--- config.mk ---
export PLATFORM = sky130hd
export DESIGN_NAME = dlq_irq_top
export DESIGN_NICKNAME = d
export VERILOG_FILES = /design/src/design/dlq_irq_pkg.sv /design/src/design/dlq_irq_top.sv /design/src/design/dlq_rx_watch.sv /design/src/design/dlq_enable_reg.sv
export VERILOG_INCLUDE_DIRS = /design/src /design/src/design
export SDC_FILE = /design/constraint.sdc
export NUM_CORES = 1
export LEC_CHECK = 0
export BUFFER_PORTS_ARGS = -buffer_cell sky130_fd_sc_hd__buf_2
export CAP_MARGIN = 20
export CORE_UTILIZATION = 45
export CTS_BUF_LIST = sky130_fd_sc_hd__clkbuf_16
export DETAILED_ROUTE_END_ITERATION = 10
export PLACE_DENSITY = 0.7
export SLEW_MARGIN = 20
export SYNTH_ARGS = -nofsm -noshare
export SYNTH_HDL_FRONTEND = slang
export SYNTH_HIERARCHICAL = 1
export SYNTH_SLANG_ARGS = --single-unit
--- constraint.sdc ---
create_clock -name sys_clk_in -period 2.8 [get_ports sys_clk_in]
set_clock_uncertainty 0.2 [all_clocks]
set_input_delay 0.28 -clock sys_clk_in [delete_from_list [all_inputs] [get_ports sys_clk_in]]
set_output_delay 0.28 -clock sys_clk_in [all_outputs]
set_load 0.05 [all_outputs]
--- src/design/dlq_irq_map.svh ---
// Purpose: register map and field layout of the second data link interrupt block
// Assumes: byte-wide registers on a plain address port
// Notes: offsets are channel-relative
`ifndef DLQ_IRQ_MAP_SVH
`define DLQ_IRQ_MAP_SVH

// ==========================================
// register offsets
`define DLQ_STATUS_OFS 16'h0B16
`define DLQ_ENABLE_OFS 16'h0B17

// ==========================================
// status and enable bit positions
`define DLQ_BIT_IDLE 0
`define DLQ_BIT_ABORT 1
`define DLQ_BIT_FCS 2
`define DLQ_BIT_RX_END 3
`define DLQ_BIT_TX_END 4
`define DLQ_BIT_RX_BEGIN 5
`define DLQ_BIT_TX_BEGIN 6
`define DLQ_BIT_MSG_TYPE 7

// ==========================================
// reset values and patterns
`define DLQ_STATUS_RST 7'h00
`define DLQ_ENABLE_RST 7'h00
`define DLQ_FLAG_OCTET 8'h7E
`define DLQ_ABORT_ONES 3'h7

`endif

--- src/design/dlq_irq_pkg.sv ---
// Purpose: types of the second data link interrupt block
// Assumes: nothing beyond the map header
// Notes: events travel as one packed struct
package dlq_irq_pkg;

  // ==========================================
  // event group, one bit per status source
  typedef struct packed {
    logic tx_begin;
    logic rx_begin;
    logic tx_end;
    logic rx_end;
    logic fcs_err;
    logic abort;
    logic idle;
  } dlq_events_t;

  // ==========================================
  // receive bit watcher state
  typedef enum logic [1:0] {
    DLQ_HUNT = 2'b00,
    DLQ_RUN = 2'b01,
    DLQ_HOLD = 2'b10
  } dlq_watch_t;

endpackage : dlq_irq_pkg

--- src/design/dlq_irq_top.sv ---
// Purpose: status and enable logic of the second data link controller
// Assumes: register port strobes are one cycle long and never overlap
// Notes: status bits clear on read; the message type bit is a live input
//
// The strobed register port was chosen for this implementation.
`timescale 1ns/1ps
`include "dlq_irq_map.svh"

// Function
// - end of message sets bit 3
// - status sticky until read, read clears
// - bad check sequence sets bit 2
// - seven ones set abort bit 1
// - flag octet sets idle bit 0
// - enable bit 6 gates transmit begin
// - enable bit 5 gates receive begin
// - enable bit 4 gates transmit finish
// - enable bit 3 gates receive finish
// - transmit begin and finish set status
// - enable bits 2..0 gate low events
module dlq_irq_top
  import dlq_irq_pkg::*;
#(
  parameter int ABORT_LEN = 7
) (
  // clock and reset
  input wire logic sys_clk_in,
  input wire logic rst_n_in,
  // register port
  input wire logic [15:0] addr_in,
  input wire logic [7:0] wdata_in,
  input wire logic wr_in,
  input wire logic rd_in,
  output logic [7:0] rdata_out,
  // receive controller events
  input wire logic rx_msg_done_in,
  input wire logic rx_buf_full_in,
  input wire logic rx_fcs_bad_in,
  input wire logic rx_begin_in,
  input wire logic rx_msg_type_in,
  input wire logic rx_bit_valid_in,
  input wire logic rx_bit_in,
  // transmit controller events
  input wire logic tx_begin_in,
  input wire logic tx_end_in,
  // interrupt request
  output logic irq_out
);

  // the abort check below is only written for the seven-bit abort run
  if (ABORT_LEN != 7) begin : g_len_chk
    $error("ABORT_LEN must be 7");
  end

  // ==========================================
  // decode
  logic status_sel;
  logic enable_sel;
  logic status_rd;
  assign status_sel = addr_in == `DLQ_STATUS_OFS;
  assign enable_sel = addr_in == `DLQ_ENABLE_OFS;
  assign status_rd = rd_in && status_sel;

  // ==========================================
  // event sources
  logic flag_seen;
  logic abort_seen;
  dlq_events_t ev;
  dlq_events_t status_r;
  dlq_events_t status_nxt;
  dlq_events_t enable;

  dlq_rx_watch #(
    .ABORT_LEN(ABORT_LEN)
  ) u_watch (
    .sys_clk_in(sys_clk_in),
    .rst_n_in(rst_n_in),
    .bit_valid_in(rx_bit_valid_in),
    .bit_in(rx_bit_in),
    .flag_seen_out(flag_seen),
    .abort_seen_out(abort_seen)
  );

  dlq_enable_reg u_enable (
    .sys_clk_in(sys_clk_in),
    .rst_n_in(rst_n_in),
    .wr_in(wr_in && enable_sel),
    .wdata_in(wdata_in),
    .enable_out(enable)
  );

  always_comb begin
    ev = '0;
    ev.rx_end = rx_msg_done_in || rx_buf_full_in;
    ev.fcs_err = rx_fcs_bad_in;
    ev.abort = abort_seen;
    ev.idle = flag_seen;
    ev.tx_begin = tx_begin_in;
    ev.tx_end = tx_end_in;
    ev.rx_begin = rx_begin_in;
  end

  // ==========================================
  // sticky status, an event in the read cycle survives the clear
  assign status_nxt = (status_rd ? dlq_events_t'('0) : status_r) | ev;

  always_ff @(posedge sys_clk_in or negedge rst_n_in) begin
    if (!rst_n_in) begin
      status_r <= `DLQ_STATUS_RST;
    end else begin
      status_r <= status_nxt;
    end
  end

  // ==========================================
  // read data, one cycle after the strobe; unmapped reads give zero
  always_ff @(posedge sys_clk_in or negedge rst_n_in) begin
    if (!rst_n_in) begin
      rdata_out <= 8'h00;
    end else if (status_rd) begin
      rdata_out <= {rx_msg_type_in, status_r};
    end else if (rd_in && enable_sel) begin
      rdata_out <= {1'b0, enable};
    end else begin
      rdata_out <= 8'h00;
    end
  end

  // ==========================================
  // request, registered so it is glitch free
  always_ff @(posedge sys_clk_in or negedge rst_n_in) begin
    if (!rst_n_in) begin
      irq_out <= 1'b0;
    end else begin
      irq_out <= |(status_nxt & enable);
    end
  end
endmodule : dlq_irq_top

--- src/design/dlq_rx_watch.sv ---
// Purpose: spots flag octets and abort runs in the incoming data link bits
// Assumes: one bit per cycle while bit_valid_in is high
// Notes: abort fires once per run of ABORT_LEN or more ones
`timescale 1ns/1ps
`include "dlq_irq_map.svh"
module dlq_rx_watch
  import dlq_irq_pkg::*;
#(
  parameter int ABORT_LEN = 7
) (
  // clock and reset
  input wire logic sys_clk_in,
  input wire logic rst_n_in,
  // serial data
  input wire logic bit_valid_in,
  input wire logic bit_in,
  // detections
  output logic flag_seen_out,
  output logic abort_seen_out
);

  // the three-bit ones counter cannot serve longer runs
  if (ABORT_LEN < 2 || ABORT_LEN > 7) begin : g_len_chk
    $error("ABORT_LEN out of range");
  end

  // ==========================================
  // shifter and ones counter
  logic [7:0] shift_r;
  logic [2:0] ones_r;
  dlq_watch_t st_r;

  always_ff @(posedge sys_clk_in or negedge rst_n_in) begin
    if (!rst_n_in) begin
      shift_r <= 8'h00;
    end else if (bit_valid_in) begin
      shift_r <= {bit_in, shift_r[7:1]};
    end
  end

  // a held state stops the abort repeating on a long run of ones
  always_ff @(posedge sys_clk_in or negedge rst_n_in) begin
    if (!rst_n_in) begin
      ones_r <= 3'h0;
      st_r <= DLQ_HUNT;
    end else if (bit_valid_in) begin
      case (st_r)
        DLQ_HUNT: begin
          ones_r <= bit_in ? 3'h1 : 3'h0;
          st_r <= bit_in ? DLQ_RUN : DLQ_HUNT;
        end
        DLQ_RUN: begin
          if (!bit_in) begin
            ones_r <= 3'h0;
            st_r <= DLQ_HUNT;
          end else if (ones_r == 3'(ABORT_LEN - 1)) begin
            st_r <= DLQ_HOLD;
          end else begin
            ones_r <= ones_r + 3'h1;
          end
        end
        DLQ_HOLD: begin
          if (!bit_in) begin
            ones_r <= 3'h0;
            st_r <= DLQ_HUNT;
          end
        end
        default: begin
          st_r <= DLQ_HUNT;
        end
      endcase
    end
  end

  assign flag_seen_out = bit_valid_in && ({bit_in, shift_r[7:1]} == `DLQ_FLAG_OCTET);
  assign abort_seen_out = bit_valid_in && bit_in && st_r == DLQ_RUN
    && ones_r == 3'(ABORT_LEN - 1);

endmodule : dlq_rx_watch

--- src/design/dlq_enable_reg.sv ---
// Purpose: interrupt enable register, seven writable bits
// Assumes: byte write strobe from the register port
// Notes: bit 7 is reserved and reads zero
`timescale 1ns/1ps
`include "dlq_irq_map.svh"
module dlq_enable_reg
  import dlq_irq_pkg::*;
(
  // clock and reset
  input wire logic sys_clk_in,
  input wire logic rst_n_in,
  // write side
  input wire logic wr_in,
  input wire logic [7:0] wdata_in,
  // stored enables
  output dlq_events_t enable_out
);

  // ==========================================
  // enable storage
  always_ff @(posedge sys_clk_in or negedge rst_n_in) begin
    if (!rst_n_in) begin
      enable_out <= `DLQ_ENABLE_RST;
    end else if (wr_in) begin
      enable_out <= wdata_in[6:0];
    end
  end

endmodule : dlq_enable_reg

Word level (Yosys, flattened, before mapping). Cells that the tools add are included. Widths: inputs -> output; s select.

Register bits after elaboration: 36. Word-level logic and storage cells: 57.

$add $sub $neg: 1. Eq/ne operators: 9. Multiplexer cells: 13. Bitwise gates (word level): 2. Reduce and logical (&&, ||, !) cells: 13.

Operator list (count): $eq 16x12->1 const B (2); $mux 7 (2); $mux 3 (3); $pmux 3 s3 (1); $eq 8x7->1 const B (1); $mux 8 (1); $and 7x7->7 (1); $logic_and 1x1->1 (7); $or 7x7->7 (1); $reduce_or 7->1 (1); $mux 2 (3); $pmux 2 s3 (1); $reduce_and 4->1 (1); $add 3x1->3 const B (1); $eq 3x3->1 const B (1); $ne 3x2->1 const B (1); $ne 3x3->1 const B (1); $reduce_and 3->1 (1); $reduce_bool 3->1 (1); $eq 2x1->1 const B (1); $eq 2x2->1 const B (1); $logic_not 2->1 (1); $mux 1 (2); $ne 2x2->1 const B (1); $logic_or 1x1->1 (1).

Logic depth before layout (Yosys ltp).
Word-level depth: 6. Gate-level depth with buffers: 8. Mapped depth without buffers: 8.

Cells and area by module. Netlist, hierarchy kept.

Modules (own cells, without submodules): dlq_irq_top (times used 1, cells an instance 64, area an instance 753.2 um^2, sequential area each 400.4 um^2); dlq_rx_watch (times used 1, cells an instance 65, area an instance 688.2 um^2, sequential area each 300.3 um^2); dlq_enable_reg (times used 1, cells an instance 15, area an instance 291.5 um^2, sequential area each 175.2 um^2).

Least setup slack after synthesis. Ideal clock, no wire load.

Path kind: register -> register. From: register u_watch.ones_r[0]. To: register irq_out. Library setup time: 124 ps. Data arrival time: 1857 ps. Required time: 2476 ps. Setup slack: 619 ps. Cell stages (with the launch flop): 9. Buffers on the path: 0. Path through: dfrtp_1 -> inv_1 -> ha_1 -> and2_1 -> and4_1 -> nor3b_1 -> a21oi_1 -> or4_1 -> a211o_1.

Word-level cells in the longest chain between the ends: 5.

RTL lines: from (decl) (RTL line dlq_rx_watch.sv:30) `logic [2:0] ones_r;`; from (signal assigned) (RTL line dlq_rx_watch.sv:49) `ones_r <= bit_in ? 3'h1 : 3'h0;`; from (signal assigned) (RTL line dlq_rx_watch.sv:59) `ones_r <= ones_r + 3'h1;`; $eq 3x3->1 (RTL line dlq_rx_watch.sv:77) `&& ones_r == 3'(ABORT_LEN - 1);`; $logic_and 1x1->1 (RTL line dlq_rx_watch.sv:77); via abort_seen (RTL line dlq_irq_top.sv:67) `logic abort_seen;`; $or 7x7->7 (RTL line dlq_irq_top.sv:105) `assign status_nxt = (status_rd ? dlq_events_t'('0) : status_r) | ev;`; $and 7x7->7 (RTL line dlq_irq_top.sv:135) `irq_out <= |(status_nxt & enable);`; $reduce_or 7->1 (RTL line dlq_irq_top.sv:135); to (signal assigned) (RTL line dlq_irq_top.sv:135); to (decl) (RTL line dlq_irq_top.sv:47) `output logic irq_out`.

The timed path passes the listed nets, and every way through them passes these cells. A chain may end at the register's enable or synchronous reset.

Worst setup path in the final report. Same ends and word-level chain as after synthesis.

==> impl_summary.txt <==
----------------------------------------------------
[CTS]
  CTS tree ... done
  Source-to-sink clock delay at the later pin of the worst-skew pair ... 280 ps
  Count of clock tree sinks ... 35
  Largest buffer count on any clock path ... 2
  Setup Fix Bufs, Post-CTS ... 0
  CTS clk-pin slew, worst paths ... 60 ps
  CTS resizes ... 0
  TritonCTS buffer count ... 5
  Root Buffer ... clkbuf_16
  Maximum level of the CTS H-tree ... 2

[Setup path]
  Crit end category ... flip-flop
  Kind of cell with the highest combined delay on the critical path ... simple AND/OR/NAND/NOR gates
  Cell-by-cell listing of the critical path ... inv_1, ha_1, and2_1, and4_1, nor3b_1, a21oi_1, or4_1, a211o_1
  Startpoint type of the worst setup path ... flip-flop
  Crit path buffers/inverters ... 1
  Slowest cell delay on critical path ... 420 ps
  Slowest stage cell on the critical path ... or4_1
  Kind of critical path ... flip-flop to flip-flop
  Required time worst endpoint ... 2760 ps
  Worst Path Arrival ... 2310 ps
  Critical path fanouts, max ... 5

[Timing]
  Unrepaired setup endpoints after global routing ... false
  Hold_ws ... 7.63 ps
  Final count of negative-setup-slack endpoints ... 0
  Crit share post-route ... 84.1%
  Final setup TNS ... 0 ps
  Setup slack of the critical path after layout ... 445 ps
  Actual transition at the worst max-transition pin ... 777 ps
  Post-layout minimum cycle time ... 2350 ps
  Max-slew violation count ... 0
  Peak clock frequency supported by timing ... 0.425 GHz
  Headroom to the max-slew limit ... 48.2%
  Final hold vios ... 0

[Global route]
  Number of global-route vias before repair ... 1338
  Remaining global-route overflow ... 0
  Antenna violations before repair ... 0
  Total global-route track usage ... 19.7%
  Largest net degree at the start of global routing ... 36
  First-pass GRT wire length ... 6.15 mm

[Final layout]
  Area of all placed cells without fillers ... 2130 sq um
  Layout cells sized above 1 ... 36.8%
  Ant diodes ... 0
  Fill cells ... 330
  Total number of nets in the final design ... 231
  Finished Core Util ... 57.6%
  Final cell count without fillers ... 238
  Area Growth Syn to Fin ... 22.7%
  Sequential cell area ... 876 sq um
  Area of the multi-input gates ... 796 sq um

[Placed design]
  Cell area after placement ... 1970 sq um
  Port buffer count ... 44
  Dpl hpwl ... 2.59 mm
  Cell count after placement ... 229
  Final estimated routing congestion in global placement ... 0.796
  Place WS ... 453 ps

[Floorplanning]
  Number of primary I/O pins ... 46
  Total number of placement rows ... 22
  Height of the chip ... 64.1 um
  Overall die area ... 4100 sq um
  Effective utilization at floorplan ... 47.0%
  Chip Width ... 64.1 um
  Total core area ... 3690 sq um

[Power and ir drop]
  Power Total ... 1.33 mW
  Clock Power Share ... 39.8%
  Sequential group share of total power ... 44.1%
  Cell-internal power ... 981 uW
  P_leak ... 1.03 nW
  Switching power as a share of total power ... 26.5%
  Comb power frac ... 16.0%
  Power Density ... 628 nW/um^2
  Power dissipated by switching net loads ... 353 uW
  Max IR drop VDD ... 291 uV

[Synth]
  Sequential fraction of the synthesis area ... 50.5%
  Post-synthesis instance total ... 144
  Simple-gate share of the synthesized area ... 14.5%
  Combined area of all synthesized cells ... 1730 sq um
  Post-Synth Adder-Cell Area ... 3.61%
  Fraction of synthesized area in multiplexers ... 10.6%
  Combinational family with the most area after synthesis ... compound AO/OA/AOI/OAI gates
  Synth Area per Inst ... 12.0 sq um
  Fraction of synthesized cell area taken by the top area cell type ... 50.5%
  Async SR Flop Fraction ... 100%
  Net count after synthesis ... 186
  Unique masters post-synth ... 43
  Top_reg_cell synth ... dfrtp_1
  Area share of xor/xnor cells in the synthesized design ... 0%
  Number of warnings issued by yosys ... 6
  Seq cells post-synth ... 35
  Compound-Gate Fraction of Synth Area ... 17.2%
  Most area-hungry cell type in the Yosys netlist ... dfrtp_1
  Count of flip-flops with a built-in enable after synthesis ... 0
  Dominant cells by area after synthesis ... dfrtp_1 (51%), mux2_4 (6.1%), mux2_2 (4.5%)

[Flow run]
  Max_cap viols ... 0

[Detailed routing]
  Total iterations of the first detailed-routing run ... 4
  Routed via count ... 1334
  Antenna-violating nets left ... 0
  DRC violation count after routing ... 0
  Via density per instance ... 5.61
  1st-iter DRT viols ... 109
  DR WL/cell ... 15.1 um
  Routed wire length ... 3.58 mm

[Min path]
  Path class of the lowest-slack min-delay path ... input pin to flip-flop

[Run status]
  Outcome ... finished clean

----------------------------------------------------
==> sequential cells by signal (all words and copies together), names as in the netlist <==
signal	cells
u_watch/ones_r	3
rdata_out	8
u_watch/shift_r	7
u_watch/st_r	2
irq_out	1
u_enable/enable_out	7
status_r	7
==> synthesized netlist by cell type, types with 3 or more instances <==
library cell	count
clkbuf_1	3
mux2_2	7
and4_1	3
a22o_1	7
mux2_4	7
dfrtp_1	35
ha_1	5
nor3b_1	4
inv_1	5
a21o_1	6
a21oi_1	5
nor2_1	3
o21ai_0	10
nand3_1	3
==> cell usage in the layout, fill, tap and decap left out, types with 2 or more instances in the layout <==
master / netlist / routed
clkinvlp_4: 0 / 2
nand3_1: 3 / 3
dfrtp_1: 35 / 35
a21o_1: 6 / 6
a31oi_1: 2 / 2
ha_1: 5 / 5
mux2_4: 7 / 7
and2_1: 2 / 2
a21boi_0: 2 / 2
nor2b_1: 2 / 2
mux2_2: 7 / 7
buf_2: 1 / 44
inv_1: 5 / 5
a22o_1: 7 / 7
and3_1: 2 / 2
nand4_1: 2 / 2
nand2_1: 2 / 2
a21oi_1: 5 / 5
nor3b_1: 4 / 4
nor2_1: 3 / 3
and4_1: 3 / 3
or4_1: 2 / 2
nand2b_1: 2 / 2
o21ai_0: 10 / 10
a211o_1: 2 / 2
clkbuf_16: 0 / 5
nor3_1: 2 / 2
==> repair_timing <==
item | in CTS | in global routing
hold endpoints to repair | 35 | 0
hold buffers | 1 | 0
setup endpoints to repair | 0 | 0
==> power groups by stage <==
stage	combinational [mW]	sequential, mW	clock, mW
2_1_floorplan	0.147	0.587	0
5_1_grt	0.241	0.596	0.564
6_report	0.214	0.589	0.531
3_3_place_gp	0.198	0.593	0
3_5_place_dp	0.212	0.599	0
4_1_cts	0.214	0.590	0.546
==> final cells by class <==
cell class	count	area share, %
Sequential cell	35	41.2
Multi-Input combinational cell	97	37.4
Timing Repair Buffer	45	10.8
Clock buffer	5	5.89
Tap cell	48	2.83
Clock inverter	3	0.942
Inverter	5	0.883
==> cell families (layout without fill, tap and decap cells) <==
logic type / count (synthesis) / after routing
flip-flops: 35 / 35
AO/OA/AOI/OAI: 42 / 42
AND/OR/NAND/NOR: 36 / 36
multiplexers: 14 / 14
adder cells (fa/ha/maj): 5 / 5
buffers and inverters: 12 / 58
==> metal layers <==
metal,GRT usage [%],up-vias,share of wire (%)
met2,34.0,40,50
li1,-,631,-
met4,8.52,0,1.5
met1,24.0,658,44
met5,0,-,0
met3,3.57,5,4.1
==> path summary, 6_finish.rpt <==
kind / from / end / slack [ps] / cells after the start
worst max-delay path: u_watch/ones_r[0]$_DFFE_PN0P_ / irq_out$_DFF_PN0_ / 450 / 8
worst min-delay path: tx_begin_in / status_r[6]$_DFF_PN0_ / 8 / 2
worst max register to register: u_watch/ones_r[0]$_DFFE_PN0P_ / irq_out$_DFF_PN0_ / 450 / 8
worst min register to register: status_r[0]$_DFF_PN0_ / status_r[0]$_DFF_PN0_ / 300 / 1
max in group asynchronous: rst_n_in / u_watch/shift_r[5]$_DFFE_PN0P_ / 1490 / 2
min in group asynchronous: rst_n_in / rdata_out[6]$_DFF_PN0_ / 420 / 2
Note: power is estimated with default switching activity, not from simulation.
